`config.mk`:
```
export PLATFORM = sky130hd
export DESIGN_NAME = sbil_attention
export DESIGN_NICKNAME = d
export VERILOG_FILES = /design/src/sbil_dummy_guard.sv /design/src/sbil_pkg.sv /design/src/sbil_sync.sv /design/src/sbil_attention.sv
export SDC_FILE = /design/constraint.sdc
export NUM_CORES = 1
export LEC_CHECK = 0
export ABC_AREA = 1
export BUFFER_PORTS_ARGS = -buffer_cell sky130_fd_sc_hd__buf_2
export CORE_ASPECT_RATIO = 0.6
export CORE_MARGIN = 4
export CORE_UTILIZATION = 63
export DETAILED_ROUTE_END_ITERATION = 7
export PLACE_DENSITY = 0.89
export SYNTH_ARGS = -nofsm -noshare
export SYNTH_HDL_FRONTEND = slang
export SYNTH_SLANG_ARGS = --single-unit
```
`constraint.sdc`:
```
create_clock -name clk -period 9.83 [get_ports clk]
set_clock_uncertainty 0.1 [all_clocks]
set_input_delay 1.966 -clock clk [delete_from_list [all_inputs] [get_ports clk]]
set_output_delay 1.966 -clock clk [all_outputs]
set_load 0.02 [all_outputs]
```
`src/sbil_dummy_guard.sv`:
```
// holds no logic; kept empty on purpose

```
`src/sbil_pkg.sv`:
```
// shared constants, types and register map of the attention line logic
package sbil_pkg;

   // ----------------------------------------------------------------
   // register map and data layout
   // ----------------------------------------------------------------
   localparam int ADDR_W = 3;
   localparam int DATA_W = 8;
   localparam logic [ADDR_W-1:0] OFS_IRQ0 = 3'h0;  // summary bit and wake flags
   localparam logic [ADDR_W-1:0] OFS_IRQ1 = 3'h1;  // fault flags
   localparam logic [ADDR_W-1:0] OFS_IRQ2 = 3'h2;  // device failure flags
   localparam logic [ADDR_W-1:0] OFS_MASK1 = 3'h3; // enables for fault sources
   localparam logic [ADDR_W-1:0] OFS_MASK2 = 3'h4; // enables for failure sources
   localparam logic [ADDR_W-1:0] OFS_MASK0 = 3'h5; // enables for wake sources

   localparam int FLT_W = 8;
   localparam int FAIL_W = 3;
   localparam int WAKE_W = 4;
   localparam int SUM_BIT = 0;
   localparam int WAKE_LSB = 1;
   localparam int UV2_BIT = 0;
   localparam int UV3_BIT = 1;

   localparam logic [FLT_W-1:0] MASK1_RST = 8'hff;
   localparam logic [FAIL_W-1:0] MASK2_RST = 3'h7;
   localparam logic [WAKE_W-1:0] MASK0_RST = 4'hf;

   // ----------------------------------------------------------------
   // timing
   // ----------------------------------------------------------------
   localparam int CLK_KHZ = 10000;
   localparam int ATT_TIMEOUT_US = 6000;
   localparam int ATT_MIN_PULSE_US = 10;
   // longest time: round down; least time: round up
   localparam int ATT_TIMEOUT_CYC = ATT_TIMEOUT_US * CLK_KHZ / 1000;
   localparam int ATT_MIN_PULSE_CYC = (ATT_MIN_PULSE_US * CLK_KHZ + 999) / 1000;
   localparam int CNT_W = 16;

   // ----------------------------------------------------------------
   // enumerations
   // ----------------------------------------------------------------
   typedef enum logic [2:0] {
      MODE_INIT = 3'h0,
      MODE_NORMAL = 3'h1,
      MODE_STOP = 3'h2,
      MODE_SLEEP = 3'h3,
      MODE_RESTART = 3'h4,
      MODE_FAILSAFE = 3'h5,
      MODE_FLASH = 3'h6
   } sbil_mode_e;

   typedef enum logic [2:0] {
      LN_IDLE = 3'b001,
      LN_LOW = 3'b010,
      LN_GAP = 3'b100
   } sbil_line_e;

   // ----------------------------------------------------------------
   // carriers
   // ----------------------------------------------------------------
   // fault: lin_fail,can_fail,oc_third,ot_can,ot_prewarn,ot_second,uv_third,uv_second
   // fail: reset_event,wrong_watchdog,serial_corrupt
   // wake: wake_periodic,wake_pin,wake_lin,wake_can
   typedef struct packed {
      logic [FLT_W-1:0] fault;
      logic [FAIL_W-1:0] fail;
      logic [WAKE_W-1:0] wake;
   } sbil_src_s;

   typedef struct packed {
      logic on_third;   // one-cycle pulse: switch-on command executed
      logic on_second;
      logic off_third;  // level: regulator being switched off or off
      logic off_second;
   } sbil_reg_ctl_s;

   typedef struct packed {
      logic [ADDR_W-1:0] addr;
      logic [DATA_W-1:0] wdata;
      logic wr;
      logic rd;
   } sbil_bus_s;

endpackage

```
`src/sbil_sync.sv`:
```
// two flip-flop synchroniser for asynchronous source conditions
`timescale 1ns/1ps
module sbil_sync #(
   parameter int W = 15
) (
   input wire logic clk,            // system clock
   input wire logic sys_rst,        // async reset, active high
   input wire logic [W-1:0] d,      // asynchronous levels
   output logic [W-1:0] q           // synchronised levels
);
   logic [W-1:0] meta_r;

   // first stage feeds only the second stage
   always_ff @(posedge clk or posedge sys_rst) begin
      if (sys_rst) begin
         meta_r <= '0;
         q <= '0;
      end else begin
         meta_r <= d;
         q <= meta_r;
      end
   end
endmodule

```
`src/sbil_attention.sv`:
```
// attention line logic: source flags, masks, line timing and register port
//
// Notes on behaviour
// - unmasked event drives line low at once
// - read of register zero releases line
// - events before readout give one low
// - line low at most one time-out
// - flags survive a time-out release
// - one time-out gap between activations
// - low pulse lasts at least minimum width
// - line active only in normal, stop
// - all sources enabled after restart, reset
// - event in gap still asserts later
// - switch-on command sets undervoltage flag
// - read cannot clear while undervoltage persists
// - shorted regulator keeps its flag set
// - no undervoltage event while switching off
// - switch-on triggers on command edge only
// - undervoltage triggers both edges, mirrors state
// - overtemperature triggers rising, mirrors state
// - masked source flagged but never asserts
// - event flags clear on read; faults latch
// - summary bit is or of fault and failure flags
`timescale 1ns/1ps
module sbil_attention
   import sbil_pkg::*;
#(
   parameter int TIMEOUT_CYC = ATT_TIMEOUT_CYC,
   parameter int MIN_PULSE_CYC = ATT_MIN_PULSE_CYC
) (
   input wire logic clk,                  // system clock, 10 MHz
   input wire logic sys_rst,              // async reset, active high
   input sbil_src_s src,                  // asynchronous source conditions
   input sbil_reg_ctl_s reg_ctl,          // regulator commands, same clock
   input sbil_mode_e mode,                // operating mode, same clock
   input sbil_bus_s bus,                  // register port request
   output logic [DATA_W-1:0] rdata,       // read data, cycle after strobe
   output logic attention_n               // attention line, active low
);

   // ----------------------------------------------------------------
   // helpers
   // ----------------------------------------------------------------
   function automatic logic hit(input logic [ADDR_W-1:0] a, input logic [ADDR_W-1:0] ofs);
      hit = (a == ofs);
   endfunction

   localparam logic [CNT_W-1:0] TMO_LAST = CNT_W'(TIMEOUT_CYC - 1);
   localparam logic [CNT_W-1:0] MIN_LAST = CNT_W'(MIN_PULSE_CYC - 1);

   // ----------------------------------------------------------------
   // declarations
   // ----------------------------------------------------------------
   sbil_src_s src_s;
   logic [FLT_W-1:0] flt_prev_r;
   logic [FAIL_W-1:0] fail_prev_r;
   logic [WAKE_W-1:0] wake_prev_r;
   logic [FLT_W-1:0] flt_r, flt_nxt;
   logic [FAIL_W-1:0] fail_r, fail_nxt;
   logic [WAKE_W-1:0] wake_r, wake_nxt;
   logic [FLT_W-1:0] mask1_r, mask1_nxt;
   logic [FAIL_W-1:0] mask2_r, mask2_nxt;
   logic [WAKE_W-1:0] mask0_r, mask0_nxt;
   logic [DATA_W-1:0] rdata_nxt;
   sbil_line_e state_r, state_nxt;
   logic [CNT_W-1:0] cnt_r, cnt_nxt;
   logic pend_r, pend_nxt;
   logic rel_r, rel_nxt;
   sbil_mode_e mode_prev_r;

   // ----------------------------------------------------------------
   // source conditioning
   // ----------------------------------------------------------------
   // pins cross into the clock domain before any decision
   sbil_sync #(.W($bits(sbil_src_s))) u_sync (
      .clk(clk),
      .sys_rst(sys_rst),
      .d(src),
      .q(src_s)
   );

   // undervoltage hidden while its regulator is being switched off
   wire [FLT_W-1:0] uv_hide = {{(FLT_W-2){1'b0}}, reg_ctl.off_third, reg_ctl.off_second};
   wire [FLT_W-1:0] flt_now = src_s.fault & ~uv_hide;
   wire [FLT_W-1:0] uv_sel = {{(FLT_W-2){1'b0}}, 2'b11};
   wire [FLT_W-1:0] flt_rise = flt_now & ~flt_prev_r;
   // hiding a condition at switch-off must not look like its end
   wire [FLT_W-1:0] flt_fall = ~flt_now & flt_prev_r & uv_sel & ~uv_hide;
   wire [FLT_W-1:0] on_cmd = {{(FLT_W-2){1'b0}}, reg_ctl.on_third, reg_ctl.on_second};
   // switch-on is a command pulse, so only its arrival counts
   wire [FLT_W-1:0] flt_evt = flt_rise | flt_fall | on_cmd;
   wire [FAIL_W-1:0] fail_evt = src_s.fail & ~fail_prev_r;
   wire [WAKE_W-1:0] wake_evt = src_s.wake & ~wake_prev_r;

   // ----------------------------------------------------------------
   // register port decode
   // ----------------------------------------------------------------
   wire rd0 = bus.rd && hit(bus.addr, OFS_IRQ0);
   wire rd1 = bus.rd && hit(bus.addr, OFS_IRQ1);
   wire rd2 = bus.rd && hit(bus.addr, OFS_IRQ2);
   wire wr_m1 = bus.wr && hit(bus.addr, OFS_MASK1);
   wire wr_m2 = bus.wr && hit(bus.addr, OFS_MASK2);
   wire wr_m0 = bus.wr && hit(bus.addr, OFS_MASK0);
   wire active = (mode == MODE_NORMAL) || (mode == MODE_STOP);
   wire restart_left = (mode_prev_r == MODE_RESTART) && (mode != MODE_RESTART);

   // ----------------------------------------------------------------
   // flags
   // ----------------------------------------------------------------
   // faults latch until read, then follow the live condition; a set in the
   // clearing cycle wins, so no event slips through a read
   assign flt_nxt = flt_evt | (flt_r & ~{FLT_W{rd1}});
   assign fail_nxt = fail_evt | (fail_r & ~{FAIL_W{rd2}});
   assign wake_nxt = wake_evt | (wake_r & ~{WAKE_W{rd0}});
   // visible fault flag: latched event or live condition, so a read can never
   // hide a condition that is still present, such as a shorted regulator
   wire [FLT_W-1:0] flt_flag = flt_r | flt_now;
   // summary bit is derived, so it drops exactly when both groups are clear
   wire sum_bit = |flt_flag || |fail_r;

   // ----------------------------------------------------------------
   // masks
   // ----------------------------------------------------------------
   // leaving restart re-enables everything, overriding a same-cycle write
   assign mask1_nxt = restart_left ? MASK1_RST : (wr_m1 ? bus.wdata[FLT_W-1:0] : mask1_r);
   assign mask2_nxt = restart_left ? MASK2_RST : (wr_m2 ? bus.wdata[FAIL_W-1:0] : mask2_r);
   assign mask0_nxt = restart_left ? MASK0_RST : (wr_m0 ? bus.wdata[WAKE_W-1:0] : mask0_r);

   // a masked source still updates its flag above; it only loses the line
   wire trig = active && (|(flt_evt & mask1_r) || |(fail_evt & mask2_r) || |(wake_evt & mask0_r));

   // ----------------------------------------------------------------
   // read data
   // ----------------------------------------------------------------
   wire [DATA_W-1:0] irq0_val = DATA_W'({wake_r, sum_bit});
   wire [DATA_W-1:0] rd_mux =
      hit(bus.addr, OFS_IRQ0) ? irq0_val :
      hit(bus.addr, OFS_IRQ1) ? DATA_W'(flt_flag) :
      hit(bus.addr, OFS_IRQ2) ? DATA_W'(fail_r) :
      hit(bus.addr, OFS_MASK1) ? DATA_W'(mask1_r) :
      hit(bus.addr, OFS_MASK2) ? DATA_W'(mask2_r) :
      hit(bus.addr, OFS_MASK0) ? DATA_W'(mask0_r) : 8'h00;
   assign rdata_nxt = bus.rd ? rd_mux : 8'h00;

   // ----------------------------------------------------------------
   // line sequencer
   // ----------------------------------------------------------------
   wire at_min = cnt_r >= MIN_LAST;
   wire at_tmo = cnt_r == TMO_LAST;
   wire want_rel = rel_r || rd0;
   wire low_done = (want_rel && at_min) || at_tmo;

   // one counter serves both the low time and the gap; counting the
   // internal clock means the tolerance is that of the oscillator
   always_comb begin
      state_nxt = state_r;
      cnt_nxt = cnt_r + 16'h0001;
      pend_nxt = pend_r || trig;
      rel_nxt = rel_r || (rd0 && state_r == LN_LOW);
      case (state_r)
         LN_IDLE: begin
            cnt_nxt = 16'h0000;
            rel_nxt = 1'b0;
            if (pend_r || trig) begin
               state_nxt = LN_LOW;
               pend_nxt = 1'b0;
            end
         end
         LN_LOW: begin
            // events during a low pulse merge into it
            pend_nxt = 1'b0;
            if (low_done) begin
               state_nxt = LN_GAP;
               cnt_nxt = 16'h0000;
               rel_nxt = 1'b0;
            end
         end
         LN_GAP: begin
            // events here wait, even if a read has cleared their flags
            rel_nxt = 1'b0;
            if (at_tmo) begin
               state_nxt = LN_IDLE;
               cnt_nxt = 16'h0000;
            end
         end
         default: begin
            state_nxt = LN_IDLE;
            cnt_nxt = 16'h0000;
            pend_nxt = 1'b0;
            rel_nxt = 1'b0;
         end
      endcase
      // outside normal and stop the line stays quiet and forgets events
      if (!active) begin
         state_nxt = LN_IDLE;
         cnt_nxt = 16'h0000;
         pend_nxt = 1'b0;
         rel_nxt = 1'b0;
      end
   end

   // ----------------------------------------------------------------
   // state registers
   // ----------------------------------------------------------------
   // line sequencer and output line
   always_ff @(posedge clk or posedge sys_rst) begin
      if (sys_rst) begin
         state_r <= LN_IDLE;
         cnt_r <= '0;
         pend_r <= 1'b0;
         rel_r <= 1'b0;
         attention_n <= 1'b1;
      end else begin
         state_r <= state_nxt;
         cnt_r <= cnt_nxt;
         pend_r <= pend_nxt;
         rel_r <= rel_nxt;
         attention_n <= (state_nxt != LN_LOW);
      end
   end

   // flags keep their content across a time-out release
   always_ff @(posedge clk or posedge sys_rst) begin
      if (sys_rst) begin
         flt_r <= '0;
         fail_r <= '0;
         wake_r <= '0;
      end else begin
         flt_r <= flt_nxt;
         fail_r <= fail_nxt;
         wake_r <= wake_nxt;
      end
   end

   // edge memories, masks, mode history and read data
   always_ff @(posedge clk or posedge sys_rst) begin
      if (sys_rst) begin
         flt_prev_r <= '0;
         fail_prev_r <= '0;
         wake_prev_r <= '0;
         mask1_r <= MASK1_RST;
         mask2_r <= MASK2_RST;
         mask0_r <= MASK0_RST;
         mode_prev_r <= MODE_INIT;
         rdata <= 8'h00;
      end else begin
         flt_prev_r <= flt_now;
         fail_prev_r <= src_s.fail;
         wake_prev_r <= src_s.wake;
         mask1_r <= mask1_nxt;
         mask2_r <= mask2_nxt;
         mask0_r <= mask0_nxt;
         mode_prev_r <= mode;
         rdata <= rdata_nxt;
      end
   end
endmodule

```
Word-level counts from Yosys, hierarchy flattened. Cells that the tools add are included.

$add $sub $neg: 1. Magnitude comparators: 1. Equality and inequality tests: 14. Mux-type cells: 27. Bitwise logic cells: 26. Reductions and logical operators: 27.

Operator list (count): two-way mux 8 bit (7); two-way mux 16 bit (3); AND 8 bit (4); case mux 16 bit (2 select lines) (1); OR 8 bit (3); two-way mux 3 bit (6); adder 16 x 1 -> 16 bit, second input constant (1); equality test 16 bit, second input constant (1); greater-or-equal comparator 16 x 7 -> 1 bit, second input constant (1); two-way mux 4 bit (4); NOT 8 bit (2); OR reduction 8 bit (2); AND 4 bit (3); equality test 3 x 2 -> 1 bit, second input constant (4); equality test 3 bit, second input constant (4); logical AND 1 bit (10); AND 3 bit (3); equality test 3 x 1 -> 1 bit, second input constant (3); case mux 3 bit (3 select lines) (1); AND 2 x 8 -> 8 bit (1); logical OR 1 bit (8); NOT 2 -> 8 bit (1); NOT 4 bit (2); OR 8 x 2 -> 8 bit (1); 12 further kinds (20).

Register bits: 108. Input port bits: 37. Output and inout port bits: 9. Word-level logic and storage cells: 114.

Depth between registers and ports, before layout.
Word-level depth: 17. Depth in mapped cells: 12. Mapped depth without buffers: 12.

Modules after synthesis. A second synthesis with hierarchy kept.

Cell total of the unflattened synthesis: 472. Area total of the unflattened synthesis: 4515.6 sq um.

By module, submodules not included: sbil_attention (times used 1, cells an instance 441, area an instance 3761.1 sq um, seq. area each 1973.1 sq um); sbil_sync (times used 1, cells an instance 31, area an instance 754.5 sq um, seq. area each 750.7 sq um).

Least setup slack after synthesis. Ideal clock, no wire load.

Path kind: input port to flip-flop. From: in bus[10] (netlist name). To: reg cnt_r[10]. Library setup time: 0.124 ns. Data arrival time: 2.967 ns. Data required time: 9.606 ns. Setup slack: 6.640 ns. Cell stages on the path: 10. Path buffers: 2. Cells stage by stage: buf_6 > nor3_4 > nand2_4 > nand2_4 > nand2_4 > nand3_4 > nand2_4 > nand2_4 > buf_12 > nor2_4.

Cells in the longest elaborated chain, start to end: 8.

Ends and longest elaborated chain: start, declared (line sbil_attention.sv:36) `input sbil_bus_s bus,`; logical NOT 3 bit (line sbil_attention.sv:45) `hit = (a == ofs);`; logical AND 1 bit (line sbil_attention.sv:98) `wire rd0 = bus.rd && hit(bus.addr, OFS_IRQ0);`; logical OR 1 bit (line sbil_attention.sv:150) `wire want_rel = rel_r || rd0;`; logical AND 1 bit (line sbil_attention.sv:151) `wire low_done = (want_rel && at_min) || at_tmo;`; logical OR 1 bit (line sbil_attention.sv:151); two-way mux 16 bit (line sbil_attention.sv:172) `if (low_done) begin`; case mux 16 bit (2 select lines) (line sbil_attention.sv:160) `case (state_r)`; two-way mux 16 bit (line sbil_attention.sv:194) `if (!active) begin`; via cnt_nxt[10] (line sbil_attention.sv:66) `logic [CNT_W-1:0] cnt_r, cnt_nxt;`; end signal, assigned (line sbil_attention.sv:215) `cnt_r <= cnt_nxt;`; end, declared (line sbil_attention.sv:66).

The timed path passes the listed nets, and every way through them passes these cells. A chain may end at the register's enable or synchronous reset.

Worst setup path in the final report.
From: in mode[1]. To: reg mask0_r[0].

Cells in the longest elaborated chain, start to end: 3. Elaborated cells on any way between the ends: 4. Classes of those cells: eq/ne: 1; mux: 1; reduce/logical: 2.

Ends and longest elaborated chain: start, declared (line sbil_attention.sv:35) `input sbil_mode_e mode,`; inequality test 3 bit * (line sbil_attention.sv:105) `wire restart_left = (mode_prev_r == MODE_RESTART) && (mode != MODE_RESTART);`; logical AND 1 bit * (line sbil_attention.sv:105); two-way mux 4 bit or nonzero test 2 bit (tied branches); end signal, assigned (line sbil_attention.sv:252) `mask0_r <= mask0_nxt;`; end, declared (line sbil_attention.sv:63) `logic [WAKE_W-1:0] mask0_r, mask0_nxt;`.

Every way passes the cells marked *; elsewhere a longest branch is shown, timed or not.

==> results by group <==
Cells and area
  • Layout cells sized above 1: 23.2%
  • Synth-to-Final Area Change: 13.7%
  • Antenna diode count: 0
  • Final #Nets: 558
  • Area of the multi-input gates: 0.00146 sq mm
  • FILL cells: 432
  • Reg area: approximately 0.0027 sq mm

Logic synthesis
  • Primary FF master, synth: dfrtp_1
  • Sequential share of the synthesized area: 60.2%
  • Post-synth net total: 504
  • Synth top area cells: dfrtp_1, dfstp_2, nand2_1
  • Mapped Cells: around 470
  • Synth area leader: dfrtp_1
  • Post-synth ARST share: 100%
  • Number of flops mapped to enable cells by yosys: 0
  • Post-Synthesis Mean Instance Area: just under 10 sq um
  • Synth top cells by count: dfrtp_1, nand2_1, inv_1
  • Count of cell types in the netlist: 37
  • Mapped cell area: 0.00453 sq mm
  • Synth warn: 0
  • Synth Register Bits: 108
  • Share of the synthesized area in the top cell type: around half
  • Count leader, synth: dfrtp_1

Route
  • Initial DRT Pass Iterations: 7
  • Total Routed Length: 10100 um
  • Post-route ant nets: 0
  • Detailed-route wire length per cell: 16.6 um
  • WL met3: 1300 um
  • Top layer in use: met4
  • WL met2: 4290 um
  • M1 wire length: around 4400 um
  • Remaining DRCs: 0
  • Via Count: 3475
  • Starting DRT DRC Count: 477
  • Vias/cell: 5.68

Timing
  • Max Fclk: 299 MHz
  • Tcrit/Tclk final: 34.0%
  • RSZ-0062 raised after global routing: false
  • Max-slew violation count: 0
  • Final TNS setup: 0 ns
  • Worst-Margin Slew: 1.05 ns
  • Hold Fails Final Rpt: 0
  • Relative slew margins: between 30 and 40%
  • Final Critical Period: 3.35 ns
  • # setup viols final: 0

Die
  • Die X-Extent: 117 um
  • Die Ht: 73.7 um
  • Die footprint: approximately 0.0087 sq mm
  • Initial Util: 66.4%
  • Num rows: 23
  • Top Ports: 46
  • Core Region: roughly 0.007 sq mm

GRT
  • Initial antenna violation count: 0
  • Largest net degree at the start of global routing: 87
  • Vias in the first global route: between 3000 and 4000
  • First-pass GRT wire length: 16800 um
  • Grt total ovfl: 0
  • Global Route Usage Sum: about a quarter

Pwr
  • Power Total: 0.000962 W
  • Max IR drop VDD: 0.131 mV
  • Clk pwr share: 38.2%
  • Leakage: about 2.6 nW
  • Logic pwr share: under 10%
  • Power per cell area: between 150 and 200 mW/mm^2
  • P_sw: 0.000237 W
  • Switching Fraction: 24.6%
  • P_int: approximately 0.00073 W
  • Sequential share of power: between 50% and 60%

CTS
  • Post-CTS Repair Setup Buffers: 0
  • Worst-Skew Late Latency: 0.35 ns
  • Worst-path clk slew: 0.07 ns
  • CTS Buf Count: 9
  • Hold_buf cts: 0
  • H-tree Lvls: 3
  • CTS root buf: clkbuf_16
  • CTS tree: done
  • Post-cts sizing count: 0
  • Max clock buf depth: 2
  • Clock Sinks: 108

Worst setup path
  • Crit-path slowest cell: o211ai_2
  • Setup crit end kind: flip-flop
  • Worst-path cell chain: buf_2 > or2_1 > o211ai_2 > nand2_1 > nor2_1 > a31oi_1
  • Required time of the critical path: 9.98 ns
  • Max stage delay on crit path: between 0.5 and 0.6 ns
  • Crit Path Category: in2reg
  • CP Max Fanout: 16
  • CP Launch Type: primary input
  • Arrival @ worst endpoint: 3.50 ns

Placed design
  • IO Port Bufs: 45
  • HPWL Detailed: 7270 um
  • RePlAce Congestion: 0.955

Run status
  • Outcome: finished, final reports clean

Run
  • Number of max-cap violations: 0

Worst hold path
  • Hold Path Class: reg2reg
-- per-layer routing --
metal	global-route usage (%)	vias to the layer above
met2	37.3	219
met3	12.6	22
met4	6.50	0
met1	34.9	1633
met5	0	-
li1	-	1601
-- layout make-up --
type,count,area share (%)
tap,87,2.12
timing repair buffer,46,4.52
inverter,81,5.96
clock buffer,11,4.91
multi-input combinational,274,28.4
sequential,108,52.9
clock inverter,5,1.14
-- critical path: cells and delay by family --
| kind | cells | cell delay [ns] |
|---|---|---|
| AOI/OAI and AO/OA | 2 | 0.64 |
| buffers and inverters | 1 | 0.11 |
| and+or+nand+nor | 3 | 0.78 |
-- final timing paths --
| path | end | startpoint | depth (start not counted) | slack, ns |
|---|---|---|---|---|
| setup / recovery | mask0_r[0]$_DFFE_PP1P_ | mode[1] | 6 | 6.48 |
| max in group asynchronous | u_sync.meta_r[7]$_DFF_PP0_ | sys_rst | 3 | 6.86 |
| min in group asynchronous | mode_prev_r[2]$_DFF_PP0_ | sys_rst | 2 | 1.45 |
| setup reg to reg | cnt_r[15]$_DFF_PP0_ | cnt_r[0]$_DFF_PP0_ | 10 | 7.81 |
| hold reg to reg | u_sync.q[5]$_DFF_PP0_ | u_sync.meta_r[5]$_DFF_PP0_ | 0 | 0.25 |
| hold / removal | u_sync.q[5]$_DFF_PP0_ | u_sync.meta_r[5]$_DFF_PP0_ | 0 | 0.25 |
-- cells by family (layout without fill, tap and decap cells) --
kind of cell,count (synthesis),in the layout,synth area share (%)
AO/OA/AOI/OAI,64,64,8.37
XOR/XNOR,6,6,1.16
adder cells (fa/ha/maj),1,1,0.276
buffers and inverters,84,143,7.52
flip-flops,108,108,60.2
AND/OR/NAND/NOR,203,203,22.5
-- cell usage in the layout, fill, tap and decap left out, types with 2 or more instances in the layout --
cell / instances
nor4_1: 2
nor2_1: 47
clkbuf_16: 9
nand4_1: 6
inv_1: 67
o22ai_1: 9
o21ai_0: 15
nand2_1: 75
a31oi_1: 8
dfstp_2: 17
nor2_4: 10
nand3b_1: 2
inv_2: 13
a21oi_1: 13
o21ai_1: 8
nand2_2: 2
nand2_4: 5
clkbuf_8: 2
nor2_2: 6
nor3_1: 6
nand3_1: 36
buf_2: 45
dfrtp_1: 91
a22oi_1: 4
o21bai_1: 2
a22o_1: 2
clkinvlp_4: 2
xor2_1: 6
-- stage by stage --
step,worst slack [ns],util (%),area [sq um],hold WS (ns),cells
2_1_floorplan,4.95,-,4530,0.231,466
3_3_place_gp,6.29,70.9,4830,0.232,596
3_5_place_dp,6.14,70.9,4830,0.235,596
4_1_cts,6.50,75.5,5150,0.250,612
5_1_grt,6.36,75.5,5150,0.262,612
6_report,6.48,75.5,5150,0.249,612
-- sequential cells by signal (all words and copies together) (netlist names) --
| name | count |
|---|---|
| mask0_r | 4 |
| u_sync.meta_r | 15 |
| cnt_r | 16 |
| flt_prev_r | 8 |
| attention_n | 1 |
| state_r | 3 |
| mask2_r | 3 |
| mode_prev_r | 3 |
| rdata | 8 |
| fail_r | 3 |
| pend_r | 1 |
| wake_r | 4 |
| fail_prev_r | 3 |
| mask1_r | 8 |
| wake_prev_r | 4 |
| flt_r | 8 |
| u_sync.q | 15 |
| rel_r | 1 |
-- power by group through the flow --
stage               combinational, W  sequential (W)  clock [W]
detailed placement         0.0000842        0.000513          0
finish                     0.0000864        0.000508   0.000368
CTS                        0.0000854        0.000506   0.000373
global route               0.0000968        0.000510   0.000394
floorplan                  0.0000528        0.000507          0
global placement           0.0000795        0.000511          0
No activity file was read; power rests on OpenSTA's default activity.
